File: config.mk
export PLATFORM = sky130hd
export DESIGN_NAME = dca_alu
export DESIGN_NICKNAME = d
export VERILOG_FILES = /design/src/dca_pkg.sv /design/src/dca_alu.sv
export VERILOG_INCLUDE_DIRS = /design/src /design/src/src
export SDC_FILE = /design/constraint.sdc
export NUM_CORES = 1
export LEC_CHECK = 0
export ABC_AREA = 1
export BUFFER_PORTS_ARGS = -buffer_cell sky130_fd_sc_hd__buf_2
export CORE_AREA = 2 2 152 117
export DETAILED_ROUTE_END_ITERATION = 10
export DIE_AREA = 0 0 154 119
export GPL_ROUTABILITY_DRIVEN = 0
export PLACE_DENSITY = 0.5
export SYNTH_ARGS = -nofsm -noshare
export SYNTH_HDL_FRONTEND = slang
export SYNTH_SLANG_ARGS = --single-unit
File: constraint.sdc
create_clock -name pclk -period 6.7 [get_ports pclk]
set_input_delay 0.67 -clock pclk [delete_from_list [all_inputs] [get_ports pclk]]
set_output_delay 0.67 -clock pclk [all_outputs]
set_load 0.01 [all_outputs]
File: src/dca_map.svh
`ifndef DCA_MAP_SVH
`define DCA_MAP_SVH

// register byte offsets
`define DCA_OFF_ACC 8'h00
`define DCA_OFF_SRC 8'h04
`define DCA_OFF_FLAGS 8'h08
`define DCA_OFF_CMD 8'h0C
`define DCA_OFF_STAT 8'h10

// reset values
`define DCA_RST_ACC 16'h0000
`define DCA_RST_SRC 16'h0000
`define DCA_RST_CMD 8'h00
`define DCA_RST_FLAGS 9'h000

// flag bit positions in the flags register
`define DCA_BIT_CARRY 0
`define DCA_BIT_PARITY 2
`define DCA_BIT_AUX 4
`define DCA_BIT_ZERO 6
`define DCA_BIT_SIGN 7
`define DCA_BIT_STEP 8
`define DCA_BIT_IE 9
`define DCA_BIT_DIR 10
`define DCA_BIT_OVF 11

// command register fields
`define DCA_CMD_OP_LSB 0
`define DCA_CMD_WORD_BIT 3
`define DCA_CMD_FORM_LSB 4

// decimal adjust constants
`define DCA_DIGIT_MAX 4'h9
`define DCA_DIGIT_FIX 8'h06
`define DCA_RADIX 8'h0A
`define DCA_NIBBLE_MASK 8'h0F

`endif

File: src/dca_pkg.sv
package dca_pkg;

    typedef enum logic [2:0] {
        dca_op_adj_add = 3'h0,
        dca_op_adj_sub = 3'h1,
        dca_op_adj_div = 3'h2,
        dca_op_adj_mul = 3'h3,
        dca_op_add_carry = 3'h4
    } dca_op_t;

    typedef enum logic [2:0] {
        dca_form_reg_reg = 3'h0,
        dca_form_reg_mem = 3'h1,
        dca_form_mem_reg = 3'h2,
        dca_form_reg_imm = 3'h3,
        dca_form_mem_imm = 3'h4,
        dca_form_acc_imm = 3'h5
    } dca_form_t;

    typedef struct packed {
        logic overflow_flag;
        logic direction_flag;
        logic int_enable_flag;
        logic single_step_flag;
        logic sign_flag;
        logic zero_flag;
        logic aux_carry_flag;
        logic parity_flag;
        logic carry_flag;
    } dca_flags_t;

endpackage

File: src/dca_alu.sv
`timescale 1ns/1ps
`include "dca_map.svh"
module dca_alu #(
    parameter int ADDR_W = 8
) (
    input wire logic pclk, // apb clock
    input wire logic presetn, // async reset, low
    input wire logic psel, // apb select
    input wire logic penable, // apb access phase
    input wire logic pwrite, // apb direction
    input wire logic [ADDR_W-1:0] paddr, // apb byte address
    input wire logic [31:0] pwdata, // apb write data
    output logic [31:0] prdata, // apb read data
    output logic pready, // apb ready
    output logic pslverr, // apb error
    output logic [15:0] accum_o, // accumulator, high:low byte
    output dca_pkg::dca_flags_t flags_o // flag register
);
    import dca_pkg::*;

    logic [15:0] acc_q, acc_d;
    logic [15:0] src_q, src_d;
    dca_flags_t flags_q, flags_d;
    logic [7:0] cmd_q, cmd_d;
    logic bad_q, bad_d;
    logic [31:0] prdata_q, prdata_d;

    logic acc_wr, acc_rd, mapped;
    logic [15:0] exe_acc;
    dca_flags_t exe_flags;
    logic exe_ok;
    logic need_adj;

    assign acc_wr = psel && penable && pwrite;
    // read data fetched in setup, so prdata leaves a flip-flop
    assign acc_rd = psel && !penable && !pwrite;
    assign mapped = paddr == ADDR_W'(`DCA_OFF_ACC)
        || paddr == ADDR_W'(`DCA_OFF_SRC)
        || paddr == ADDR_W'(`DCA_OFF_FLAGS)
        || paddr == ADDR_W'(`DCA_OFF_CMD)
        || paddr == ADDR_W'(`DCA_OFF_STAT);
    assign need_adj = (acc_q[3:0] > `DCA_DIGIT_MAX) || flags_q.aux_carry_flag;

    // execution of the command word on pwdata
    always_comb begin
        logic [7:0] lo;
        logic [7:0] hi;
        logic [16:0] sum;
        logic [15:0] a;
        logic [15:0] b;
        logic cin;
        logic word;
        lo = acc_q[7:0];
        hi = acc_q[15:8];
        sum = 17'h00000;
        word = pwdata[`DCA_CMD_WORD_BIT];
        cin = flags_q.carry_flag;
        a = word ? acc_q : {8'h00, acc_q[7:0]};
        b = word ? src_q : {8'h00, src_q[7:0]};
        exe_acc = acc_q;
        exe_flags = flags_q;
        // forms 0 to 5 (up to dca_form_acc_imm) are legal, 6 and 7 are refused; operands arrive already fetched
        exe_ok = pwdata[`DCA_CMD_FORM_LSB+:3] <= 3'(dca_form_acc_imm);
        unique case (pwdata[`DCA_CMD_OP_LSB+:3])
            3'(dca_op_adj_add): begin
                if (need_adj) begin
                    lo = lo + `DCA_DIGIT_FIX;
                    hi = hi + 8'h01;
                    exe_flags.aux_carry_flag = 1'b1;
                end
                exe_flags.carry_flag = exe_flags.aux_carry_flag;
                lo = lo & `DCA_NIBBLE_MASK;
                exe_acc = {hi, lo};
            end
            3'(dca_op_adj_sub): begin
                if (need_adj) begin
                    lo = lo - `DCA_DIGIT_FIX;
                    hi = hi - 8'h01;
                    exe_flags.aux_carry_flag = 1'b1;
                end
                exe_flags.carry_flag = exe_flags.aux_carry_flag;
                lo = lo & `DCA_NIBBLE_MASK;
                exe_acc = {hi, lo};
            end
            3'(dca_op_adj_div): begin
                lo = 8'(hi * `DCA_RADIX + lo);
                exe_acc = {8'h00, lo};
                exe_flags.parity_flag = ~^lo;
                exe_flags.sign_flag = lo[7];
                exe_flags.zero_flag = lo == 8'h00;
            end
            3'(dca_op_adj_mul): begin
                hi = acc_q[7:0] / `DCA_RADIX;
                lo = acc_q[7:0] % `DCA_RADIX;
                exe_acc = {hi, lo};
                exe_flags.parity_flag = ~^lo;
                exe_flags.sign_flag = lo[7];
                exe_flags.zero_flag = lo == 8'h00;
            end
            3'(dca_op_add_carry): begin
                sum = {1'b0, a} + {1'b0, b} + {16'h0000, cin};
                exe_flags.aux_carry_flag = a[4] ^ b[4] ^ sum[4];
                exe_flags.parity_flag = ~^sum[7:0];
                if (word) begin
                    exe_acc = sum[15:0];
                    exe_flags.carry_flag = sum[16];
                    exe_flags.sign_flag = sum[15];
                    exe_flags.zero_flag = sum[15:0] == 16'h0000;
                    exe_flags.overflow_flag = (a[15] == b[15])
                        && (sum[15] != a[15]);
                end else begin
                    exe_acc = {acc_q[15:8], sum[7:0]};
                    exe_flags.carry_flag = sum[8];
                    exe_flags.sign_flag = sum[7];
                    exe_flags.zero_flag = sum[7:0] == 8'h00;
                    exe_flags.overflow_flag = (a[7] == b[7])
                        && (sum[7] != a[7]);
                end
            end
            default: begin
                exe_ok = 1'b0;
            end
        endcase
    end

    // register file next values
    always_comb begin
        acc_d = acc_q;
        src_d = src_q;
        flags_d = flags_q;
        cmd_d = cmd_q;
        bad_d = bad_q;
        if (acc_wr) begin
            unique case (paddr)
                ADDR_W'(`DCA_OFF_ACC): acc_d = pwdata[15:0];
                ADDR_W'(`DCA_OFF_SRC): src_d = pwdata[15:0];
                ADDR_W'(`DCA_OFF_FLAGS): begin
                    flags_d.carry_flag = pwdata[`DCA_BIT_CARRY];
                    flags_d.parity_flag = pwdata[`DCA_BIT_PARITY];
                    flags_d.aux_carry_flag = pwdata[`DCA_BIT_AUX];
                    flags_d.zero_flag = pwdata[`DCA_BIT_ZERO];
                    flags_d.sign_flag = pwdata[`DCA_BIT_SIGN];
                    flags_d.single_step_flag = pwdata[`DCA_BIT_STEP];
                    flags_d.int_enable_flag = pwdata[`DCA_BIT_IE];
                    flags_d.direction_flag = pwdata[`DCA_BIT_DIR];
                    flags_d.overflow_flag = pwdata[`DCA_BIT_OVF];
                end
                ADDR_W'(`DCA_OFF_CMD): begin
                    cmd_d = pwdata[7:0];
                    bad_d = !exe_ok;
                    // a refused command leaves the datapath untouched
                    if (exe_ok) begin
                        acc_d = exe_acc;
                        flags_d = exe_flags;
                    end
                end
                default: begin
                end
            endcase
        end
    end

    always_ff @(posedge pclk or negedge presetn) begin
        if (!presetn) begin
            acc_q <= `DCA_RST_ACC;
            src_q <= `DCA_RST_SRC;
            flags_q <= `DCA_RST_FLAGS;
            cmd_q <= `DCA_RST_CMD;
            bad_q <= 1'b0;
            prdata_q <= 32'h0000_0000;
        end else begin
            acc_q <= acc_d;
            src_q <= src_d;
            flags_q <= flags_d;
            cmd_q <= cmd_d;
            bad_q <= bad_d;
            prdata_q <= prdata_d;
        end
    end

    // zero wait states: every access completes in its first access cycle
    // no write lands between setup and access, so early fetch is safe
    always_comb begin
        prdata_d = 32'h0000_0000;
        if (acc_rd) begin
            unique case (paddr)
                ADDR_W'(`DCA_OFF_ACC): prdata_d = {16'h0000, acc_q};
                ADDR_W'(`DCA_OFF_SRC): prdata_d = {16'h0000, src_q};
                ADDR_W'(`DCA_OFF_FLAGS): begin
                    prdata_d[`DCA_BIT_CARRY] = flags_q.carry_flag;
                    prdata_d[`DCA_BIT_PARITY] = flags_q.parity_flag;
                    prdata_d[`DCA_BIT_AUX] = flags_q.aux_carry_flag;
                    prdata_d[`DCA_BIT_ZERO] = flags_q.zero_flag;
                    prdata_d[`DCA_BIT_SIGN] = flags_q.sign_flag;
                    prdata_d[`DCA_BIT_STEP] = flags_q.single_step_flag;
                    prdata_d[`DCA_BIT_IE] = flags_q.int_enable_flag;
                    prdata_d[`DCA_BIT_DIR] = flags_q.direction_flag;
                    prdata_d[`DCA_BIT_OVF] = flags_q.overflow_flag;
                end
                ADDR_W'(`DCA_OFF_CMD): prdata_d = {24'h000000, cmd_q};
                ADDR_W'(`DCA_OFF_STAT): prdata_d = {31'h0000_0000, bad_q};
                default: begin
                end
            endcase
        end
    end

    assign prdata = prdata_q;
    assign pready = 1'b1;
    // status is read-only, so a write to it is an error too
    assign pslverr = psel && penable
        && (!mapped || (pwrite && paddr == ADDR_W'(`DCA_OFF_STAT)));
    assign accum_o = acc_q;
    assign flags_o = flags_q;

    logic cmd_wr;
    logic [2:0] cmd_op;
    assign cmd_wr = acc_wr && paddr == ADDR_W'(`DCA_OFF_CMD) && exe_ok;
    assign cmd_op = pwdata[`DCA_CMD_OP_LSB+:3];
endmodule

==> flow_summary.ini, run 1 <==
[critical_path]
required_ns = 6.92
r2r_cells = 16
reg2reg_to = flags_o[1]$_DFFE_PN0P_
start_kind = flip-flop
reg2reg_slack_ns = 2.89
worstSetupPathType = flip-flop to flip-flop
regToRegStartpoint = accum_o[9]$_DFFE_PN0P_
worst-path-max-fanout = 7
worstPathArrival_ns = 4.03
end_kind = flip-flop

[timing]
finalSetupTns_ns = 0
holdWs_ns = 0.488
period_needed_ns = 3.81
post-route-period-util_pct = 56.9
slew_headroom_pct = 36.9
slew_viol_final = 0
max_freq_mhz = 262
finalHoldViolCount = 0
clock_skew_ns = 0.0144
layout_setup_ws_ns = 2.89
rsz0062_at_grt = no
tightestPinTransition_ns = 0.944
finalSetupViolations = 0

[yosys]
syn_inst = 784
synth_top_area_share_pct = 28.6
async_reset_ff_share_pct = 100
yosys-top-cells-area = dfrtp_1 29%, nand2_1 11%, ha_1 10%, inv_1 6.8%, a21oi_1 5.2%
ys_warn_count = 0
synthesis.area_um2 = 5770
yosys_most_used_dff = dfrtp_1
synth.distinct_cells = 55
synth-seq-cells = 66
synth_edf_count = 0
yosysSeqAreaShare_pct = 28.6
synth_top_cell_by_area = dfrtp_1
synth_commonest_cells = 170 x nand2_1, 105 x inv_1, 66 x dfrtp_1, 62 x nor2_1, 60 x a21oi_1
yosysMostFrequentCell = nand2_1
syn_area_per_cell_um2 = 7.36

[cells_and_area]
drive_gt1_share_pct = 15.6
seqCellArea_um2 = 1650
final_area_um2 = 6610
area_growth_syn_to_layout_pct = 14.6
diodes = 0
nFillCells = 1863
finish.net_count = 953
multi_input_area_um2 = 3560

[global_routing]
antenna_found_initial = 0
grt_pass1_wl_um = 28200
grt-ovfl-total = 0
grtUsageTotal_pct = 19.7
grt_max_degree = 67
grt_pass1_vias = 5175

[placed_design]
post-place-ws_ns = 2.85
io_buffer_count = 70
dp.final_hpwl_um = 13700
post_dp_cell_area_um2 = 6300

[clock_tree]
hold_buffers = 0
cts_buffers = 9
clkSinkCount = 66
clkTransAtPathRegs_ns = 0.07
clockBufferDepth = 2
cts_resized = 0
htree_levels = 3
clockRootBuffer = clkbuf_16
tritoncts = built
postCtsSetupBuffers = 0
clock_latency_ns = 0.34

[hold_path]
min-delay-start = cmd_q[3]$_DFFE_PN0P_
hold_class = flip-flop to flip-flop
min_path_cells = 2
holdPathEnd = cmd_q[3]$_DFFE_PN0P_

[floorplan]
ios = 104
dieWidth_um = 154
design.die.area_um2 = 18300
initial_core_util_pct = 33.8
die_y_um = 119
coreArea_um2 = 17100
num_rows = 42

[detailed_routing]
drtPass1Iterations = 5
drt_iter0_drc = 354
ant_nets = 0
via_per_inst = 4.92
drc = 0
wl_per_cell_um = 16.2
route.vias.total = 5315
routed_wl_um = 17500

[power_and_ir_drop]
pwr_density_cell_nw_per_um2 = 190
total_power_w = 0.00126
ir_drop_v = 0.000126
p_leak_nw = 3.42

[outcome]
status = finished, final reports clean

[flow_run]
max-cap-violations = 0
## worst max-delay path, stage by stage (launching register included)
cell      delay, ns
dfrtp_1        0.48
ha_1           0.33
ha_1           0.13
inv_1          0.06
fa_1           0.47
inv_1          0.05
ha_1           0.31
a21o_1         0.19
a21oi_1        0.15
xor2_1         0.30
ha_1           0.30
xnor2_1        0.14
or2_2          0.30
nand3_1        0.08
o221ai_1       0.12
a21oi_1        0.20
a21oi_1        0.08
## per-layer routing
layer,track usage [%],part of all wire (%),up-vias
li1,-,-,2705
met1,29.3,52,2485
met2,30.5,43,118
met3,2.98,4.0,7
met4,2.98,0.50,0
met5,0,0,-
## worst max path at each step
stage                            from                       to  slack (ns)  depth (start not counted)
6_report       accum_o[9]$_DFFE_PN0P_   flags_o[1]$_DFFE_PN0P_        2.89                         16
3_5_place_dp   accum_o[9]$_DFFE_PN0P_   flags_o[1]$_DFFE_PN0P_        2.85                         16
4_1_cts        accum_o[9]$_DFFE_PN0P_   flags_o[1]$_DFFE_PN0P_        2.85                         16
5_1_grt        accum_o[1]$_DFFE_PN0P_   flags_o[3]$_DFFE_PN0P_        2.55                         18
2_1_floorplan  accum_o[9]$_DFFE_PN0P_   flags_o[1]$_DFFE_PN0P_        3.25                         16
3_3_place_gp                 paddr[7]  accum_o[15]$_DFFE_PN0P_        2.86                         15
## cell type report
type                            instances  share of cell area, %
Clock inverter                          5                  0.927
Timing Repair Buffer                   72                   5.52
Inverter                              117                   6.72
Clock buffer                           11                   3.82
Multi-Input combinational cell        590                   53.9
Sequential cell                        66                   25.0
Tap cell                              220                   4.16
## registers in the layout (all words and copies together) (netlist names)
signal	count
cmd_q	8
src_q	16
bad_q	1
prdata	16
accum_o	16
flags_o	9
## metrics by stage
stage,instances,util (%)
finish,1081,38.7
global route,1081,38.7
CTS,1081,38.7
floorplan,803,-
detailed placement,1065,36.9
global placement,1065,36.9
## kinds of logic (layout without fill, tap and decap cells)
logic type                 after synthesis  in the layout  synth area share [%]
and+or+nand+nor                        300            300                  23.1
AOI/OAI and AO/OA                      176            176                  18.9
buffers and inverters                  147            205                  10.9
DFF                                     66             66                  28.6
adders and majority gates               52             52                  12.1
xor gates and xnor gates                39             39                  5.92
other                                    2             21                 0.130
muxes                                    2              2                 0.390
## report_power, final
part           switching, W  leakage, nW  internal, W  total [W]
Sequential        0.0000165        0.873     0.000406   0.000423
Combinational      0.000203         2.41     0.000132   0.000334
Clock              0.000192        0.144     0.000310   0.000502
## cell usage in the layout (no fill, tap or decap), types with 5 or more instances in the layout
cell type | Yosys | layout
nand2_1 | 170 | 170
inv_1 | 105 | 105
buf_2 | 0 | 70
dfrtp_1 | 66 | 66
nor2_1 | 62 | 62
a21oi_1 | 60 | 60
ha_1 | 46 | 46
o21ai_0 | 44 | 44
nand3_1 | 27 | 27
xor2_1 | 23 | 23
conb_1 | 2 | 21
xnor2_1 | 16 | 16
nand2_2 | 9 | 9
inv_2 | 9 | 9
o211ai_1 | 9 | 9
clkbuf_16 | 0 | 9
nand2_4 | 8 | 8
o22ai_1 | 8 | 8
a22oi_1 | 8 | 8
nor3_1 | 7 | 7
nand4_1 | 6 | 6
fa_1 | 6 | 6
o21ai_1 | 5 | 5
o21a_1 | 5 | 5
a221oi_1 | 5 | 5
o221ai_1 | 5 | 5
Note: power is estimated with default switching activity, not from simulation.
==> inputs of run 2 (changes only) <==
==> constraint.sdc (replaced) <==
create_clock -name pclk -period 3.9 [get_ports pclk]
set_input_delay 0.39 -clock pclk [delete_from_list [all_inputs] [get_ports pclk]]
set_output_delay 0.39 -clock pclk [all_outputs]
set_load 0.01 [all_outputs]
==> flow_summary.ini, run 2 (synthesis gave the netlist of run 1 again) <==
[timing]
rsz0062_at_grt = no
finalSetupViolations = 0
tightestPinTransition_ns = 0.936
slew_headroom_pct = 37.4
layout_setup_ws_ns = 0.257
slew_viol_final = 0
finalHoldViolCount = 0
max_freq_mhz = 275
period_needed_ns = 3.64
clock_skew_ns = 0.00483
finalSetupTns_ns = 0
post-route-period-util_pct = 93.4

[clock_tree]
cts_buffers = 9
htree_levels = 3
clkSinkCount = 66
tritoncts = built
clockRootBuffer = clkbuf_16
clockBufferDepth = 2
hold_buffers = 0
clkTransAtPathRegs_ns = 0.06
postCtsSetupBuffers = 0
cts_resized = 0
clock_latency_ns = 0.34

[cells_and_area]
final_common_cell = nand2_1
drive_gt1_share_pct = 17.4
nFillCells = 1779
final_cell_mix = 170 x nand2_1, 105 x inv_1, 70 x buf_2
finish.net_count = 972
stdcell_count = 1100
diodes = 0
area_growth_syn_to_layout_pct = 17.7
final_area_um2 = 6790
fin_util_pct = 39.8

[floorplan]
coreArea_um2 = 17100
die_y_um = 119
design.die.area_um2 = 18300
initial_core_util_pct = 33.8
num_rows = 42
dieWidth_um = 154
ios = 104

[global_routing]
grtUsageTotal_pct = 20.5
grt_max_degree = 31
grt-ovfl-total = 0
antenna_found_initial = 0
grt_pass1_vias = 5387
grt_pass1_wl_um = 29400

[critical_path]
required_ns = 4.11
reg2reg_slack_ns = 0.26
worst-path-max-fanout = 3
r2r_cells = 16
worstPathArrival_ns = 3.85
start_kind = flip-flop
worstSetupPathType = flip-flop to flip-flop
end_kind = flip-flop

[outcome]
status = finished, final reports clean

[placed_design]
io_buffer_count = 70
post_dp_cell_area_um2 = 6440
dp.final_hpwl_um = 14500
post-place-ws_ns = 0.245
placed_cells = 1084

[power_and_ir_drop]
p_leak_nw = 3.55
ir_drop_v = 0.000225
p_sw_share_pct = 31.0
seq_power_share_pct = 31.4
p_clk_share_pct = 42.6
combinationalPowerShare_pct = 26.1
power.switching_w = 0.000711
pwr_density_cell_nw_per_um2 = 337
p_int_w = 0.00158

[detailed_routing]
drt_iter0_drc = 340
ant_nets = 0
via_per_inst = 4.94
route.vias.total = 5433
wl_per_cell_um = 16.4
drtPass1Iterations = 6
drc = 0
routed_wl_um = 18000

[flow_run]
max-cap-violations = 0

[hold_path]
hold_class = input pin to async pin
-- run 2: cell count changes in the layout (fill, tap and decap cells not counted), sizes merged --
cell and delta:
bufinv +2, clkinv +2, clkbuf -1, buf +19, clkinvlp -3
-- run 2: metal layers --
metal	wire length [um]	global-route usage (%)
met5	0	0
met3	829	3.60
met4	165	3.62
met1	9390	30.8
met2	7660	30.9
-- run 2: final cells by class --
class                      instances  area (um2)  area share [%]
multi-input combinational        590        3560            52.4
sequential                        66        1650            24.3
timing repair buffer              91         508            7.48
inverter                         117         444            6.54
tap                              220         275            4.05
clock buffer                      10         239            3.52
clock inverter                     6         113            1.66
-- run 2: final timing paths --
path                                              from                     end
worst max-delay path            accum_o[9]$_DFFE_PN0P_  flags_o[1]$_DFFE_PN0P_
worst min register to register    cmd_q[3]$_DFFE_PN0P_    cmd_q[3]$_DFFE_PN0P_
worst min-delay path                           presetn  accum_o[6]$_DFFE_PN0P_
worst max register to register  accum_o[9]$_DFFE_PN0P_  flags_o[1]$_DFFE_PN0P_
min in group pclk                           pwdata[12]   src_q[12]$_DFFE_PN0P_
max in group asynchronous                      presetn  flags_o[5]$_DFFE_PN0P_
-- run 2: power by group through the flow --
stage / logic (W) / clock network (W) / registers [W]
floorplan: 0.000434 / 0 / 0.000732
global placement: 0.000592 / 0 / 0.000731
detailed placement: 0.000595 / 0 / 0.000731
CTS: 0.000597 / 0.000994 / 0.000718
global route: 0.000675 / 0.00102 / 0.000720
finish: 0.000597 / 0.000975 / 0.000718
-- run 2: critical path, cell delays in order, from the launching register on --
cell,delay (ns)
dfrtp_1,0.38
ha_1,0.29
ha_1,0.14
inv_1,0.05
fa_1,0.48
inv_1,0.04
ha_1,0.30
a21o_1,0.19
a21oi_1,0.15
xor2_1,0.34
ha_1,0.30
xnor2_1,0.14
or2_2,0.29
nand3_1,0.07
o221ai_1,0.11
a21oi_1,0.17
a21oi_1,0.08
-- run 2: stage by stage --
step           hold WS [ns]  power [W]
2_1_floorplan        0.0944    0.00117
3_3_place_gp          0.419    0.00132
3_5_place_dp          0.417    0.00133
4_1_cts              0.0543    0.00231
5_1_grt              0.0885    0.00242
6_report             0.0393    0.00229
==> inputs of run 3 (changes only) <==
--- a/config.mk
+++ b/config.mk
@@ -7,12 +7,13 @@
 export NUM_CORES = 1
 export LEC_CHECK = 0
 export ABC_AREA = 1
-export BUFFER_PORTS_ARGS = -buffer_cell sky130_fd_sc_hd__buf_2
 export CORE_AREA = 2 2 152 117
 export DETAILED_ROUTE_END_ITERATION = 10
 export DIE_AREA = 0 0 154 119
+export DONT_BUFFER_PORTS = 1
 export GPL_ROUTABILITY_DRIVEN = 0
-export PLACE_DENSITY = 0.5
+export PLACE_DENSITY = 0.44
+export SKIP_CTS_REPAIR_TIMING = 1
 export SYNTH_ARGS = -nofsm -noshare
 export SYNTH_HDL_FRONTEND = slang
 export SYNTH_SLANG_ARGS = --single-unit
==> flow_summary.ini, run 3 (synthesis gave the netlist of run 1 again) <==
[detailed_routing]
drt_iter0_drc = 340
drtPass1Iterations = 5
wl_per_cell_um = 17.9
route.vias.total = 5302
via_per_inst = 5.14
routed_wl_um = 18500
drc = 0
ant_nets = 0

[critical_path]
r2r_cells = 16
end_kind = flip-flop
path_delay_family = adder cells
startpoint = accum_o[9]$_DFFE_PN0P_
crit_end = flags_o[1]$_DFFE_PN0P_
worstPathArrival_ns = 3.84
reg2reg_to = flags_o[1]$_DFFE_PN0P_
crit_cells = 16
start_kind = flip-flop
crit_path_frequent_cell = ha_1
reg2reg_slack_ns = 0.27
required_ns = 4.12
max_stage_delay_ns = 0.41
worst-path-max-fanout = 3
cp_slowest_cell = fa_1
worstSetupPathType = flip-flop to flip-flop
timing.critical_path.buf_inv = 2
regToRegStartpoint = accum_o[9]$_DFFE_PN0P_
crit_chain = ha_1 -> ha_1 -> inv_1 -> fa_1 -> inv_1 -> ha_1 -> a21o_1 -> a21oi_1 -> xor2_1 -> ha_1 -> xnor2_1 -> or2_2 -> nand3_1 -> o221ai_1 -> a21oi_1 -> a21oi_1

[floorplan]
design.die.area_um2 = 18300
ios = 104
initial_core_util_pct = 33.8
coreArea_um2 = 17100
die_y_um = 119
num_rows = 42
dieWidth_um = 154

[timing]
finalSetupTns_ns = 0
holdWs_ns = 0.198
tightestPinTransition_ns = 0.940
slew_viol_final = 0
post-route-period-util_pct = 93.0
period_needed_ns = 3.63
clock_skew_ns = 0.0107
finalHoldViolCount = 0
finalSetupViolations = 0
slew_headroom_pct = 37.2
rsz0062_at_grt = no
max_freq_mhz = 276

[global_routing]
grt_pass1_vias = 5344
grt_pass1_wl_um = 29500
grt_max_degree = 67
grtUsageTotal_pct = 20.8
grt-ovfl-total = 0
antenna_found_initial = 0

[flow_run]
max-cap-violations = 0

[placed_design]
dp.final_hpwl_um = 14800
io_buffer_count = 0

[power_and_ir_drop]
ir_drop_v = 0.000179
p_leak_nw = 3.21
total_power_w = 0.00213
pwr_density_cell_nw_per_um2 = 332

[clock_tree]
clockBufferDepth = 2
clock_latency_ns = 0.35
clockRootBuffer = clkbuf_16
clkSinkCount = 66
clkTransAtPathRegs_ns = 0.07
htree_levels = 3
tritoncts = built
cts_buffers = 9

[outcome]
status = finished, final reports clean

[cells_and_area]
nFillCells = 1819
final_cell_mix = 170 x nand2_1, 105 x inv_1, 66 x dfrtp_1
area_growth_syn_to_layout_pct = 11.3
final_common_cell = nand2_1
drive_gt1_share_pct = 10.2
finish.net_count = 904
fin_util_pct = 37.6
diodes = 0

[hold_path]
hold_class = input pin to flip-flop
run 3: changes by cell type in the layout (fill, tap and decap cells not counted):
cell,delta
buf_2,-70
bufinv_16,-2
buf_16,+1
clkinvlp_4,+2
inv_6,-1
dlygate4sd3_1,+1
clkbuf_8,-1
clkbuf_1,+1
clkinv_4,+1
run 3: layout make-up:
cell class	count	area (um2)	share of cell area, %
tap	220	275	4.28
clock buffer	10	229	3.56
clock inverter	6	67.6	1.05
multi-input combinational	590	3560	55.5
timing repair buffer	23	195	3.04
sequential	66	1650	25.7
inverter	117	444	6.91
run 3: layer usage:
layer  global-route usage, %  wire [um]  up-vias
met5                       0          0        -
met4                    4.73        225        0
met3                    4.48        937       21
met2                    33.5       8300      131
met1                    28.6       8990     2544
li1                        -          -     2606
run 3: metrics by stage:
stage                     cells  instance area, um2  setup WS (ns)
after global routing       1032                6430         0.0415
after global placement     1014                6090          0.356
after CTS                  1030                6390          0.281
final                      1032                6430          0.274
after floorplan             803                5840          0.450
after detailed placement   1014                6090          0.281
run 3: worst register-to-register path, cell delays in order (launching register included):
cell,delay [ns]
dfrtp_1,0.38
ha_1,0.29
ha_1,0.19
inv_1,0.08
fa_1,0.41
inv_1,0.08
ha_1,0.26
a21o_1,0.19
a21oi_1,0.14
xor2_1,0.30
ha_1,0.30
xnor2_1,0.13
or2_2,0.29
nand3_1,0.07
o221ai_1,0.10
a21oi_1,0.20
a21oi_1,0.09
run 3: worst min path at each step:
stage,startpoint,to,depth (start not counted)
6_report,pwdata[15],src_q[15]$_DFFE_PN0P_,1
3_5_place_dp,presetn,flags_o[3]$_DFFE_PN0P_,0
3_3_place_gp,presetn,accum_o[6]$_DFFE_PN0P_,0
5_1_grt,pwdata[15],src_q[15]$_DFFE_PN0P_,1
2_1_floorplan,presetn,accum_o[0]$_DFFE_PN0P_,0
4_1_cts,presetn,flags_o[1]$_DFFE_PN0P_,0
run 3: where the power goes:
| part | internal, W | switching [W] | leakage [nW] | total [W] |
|---|---|---|---|---|
| clock network | 0.000497 | 0.000348 | 0.139 | 0.000845 |
| registers | 0.000698 | 0.0000208 | 0.873 | 0.000719 |
| logic | 0.000223 | 0.000344 | 2.20 | 0.000567 |
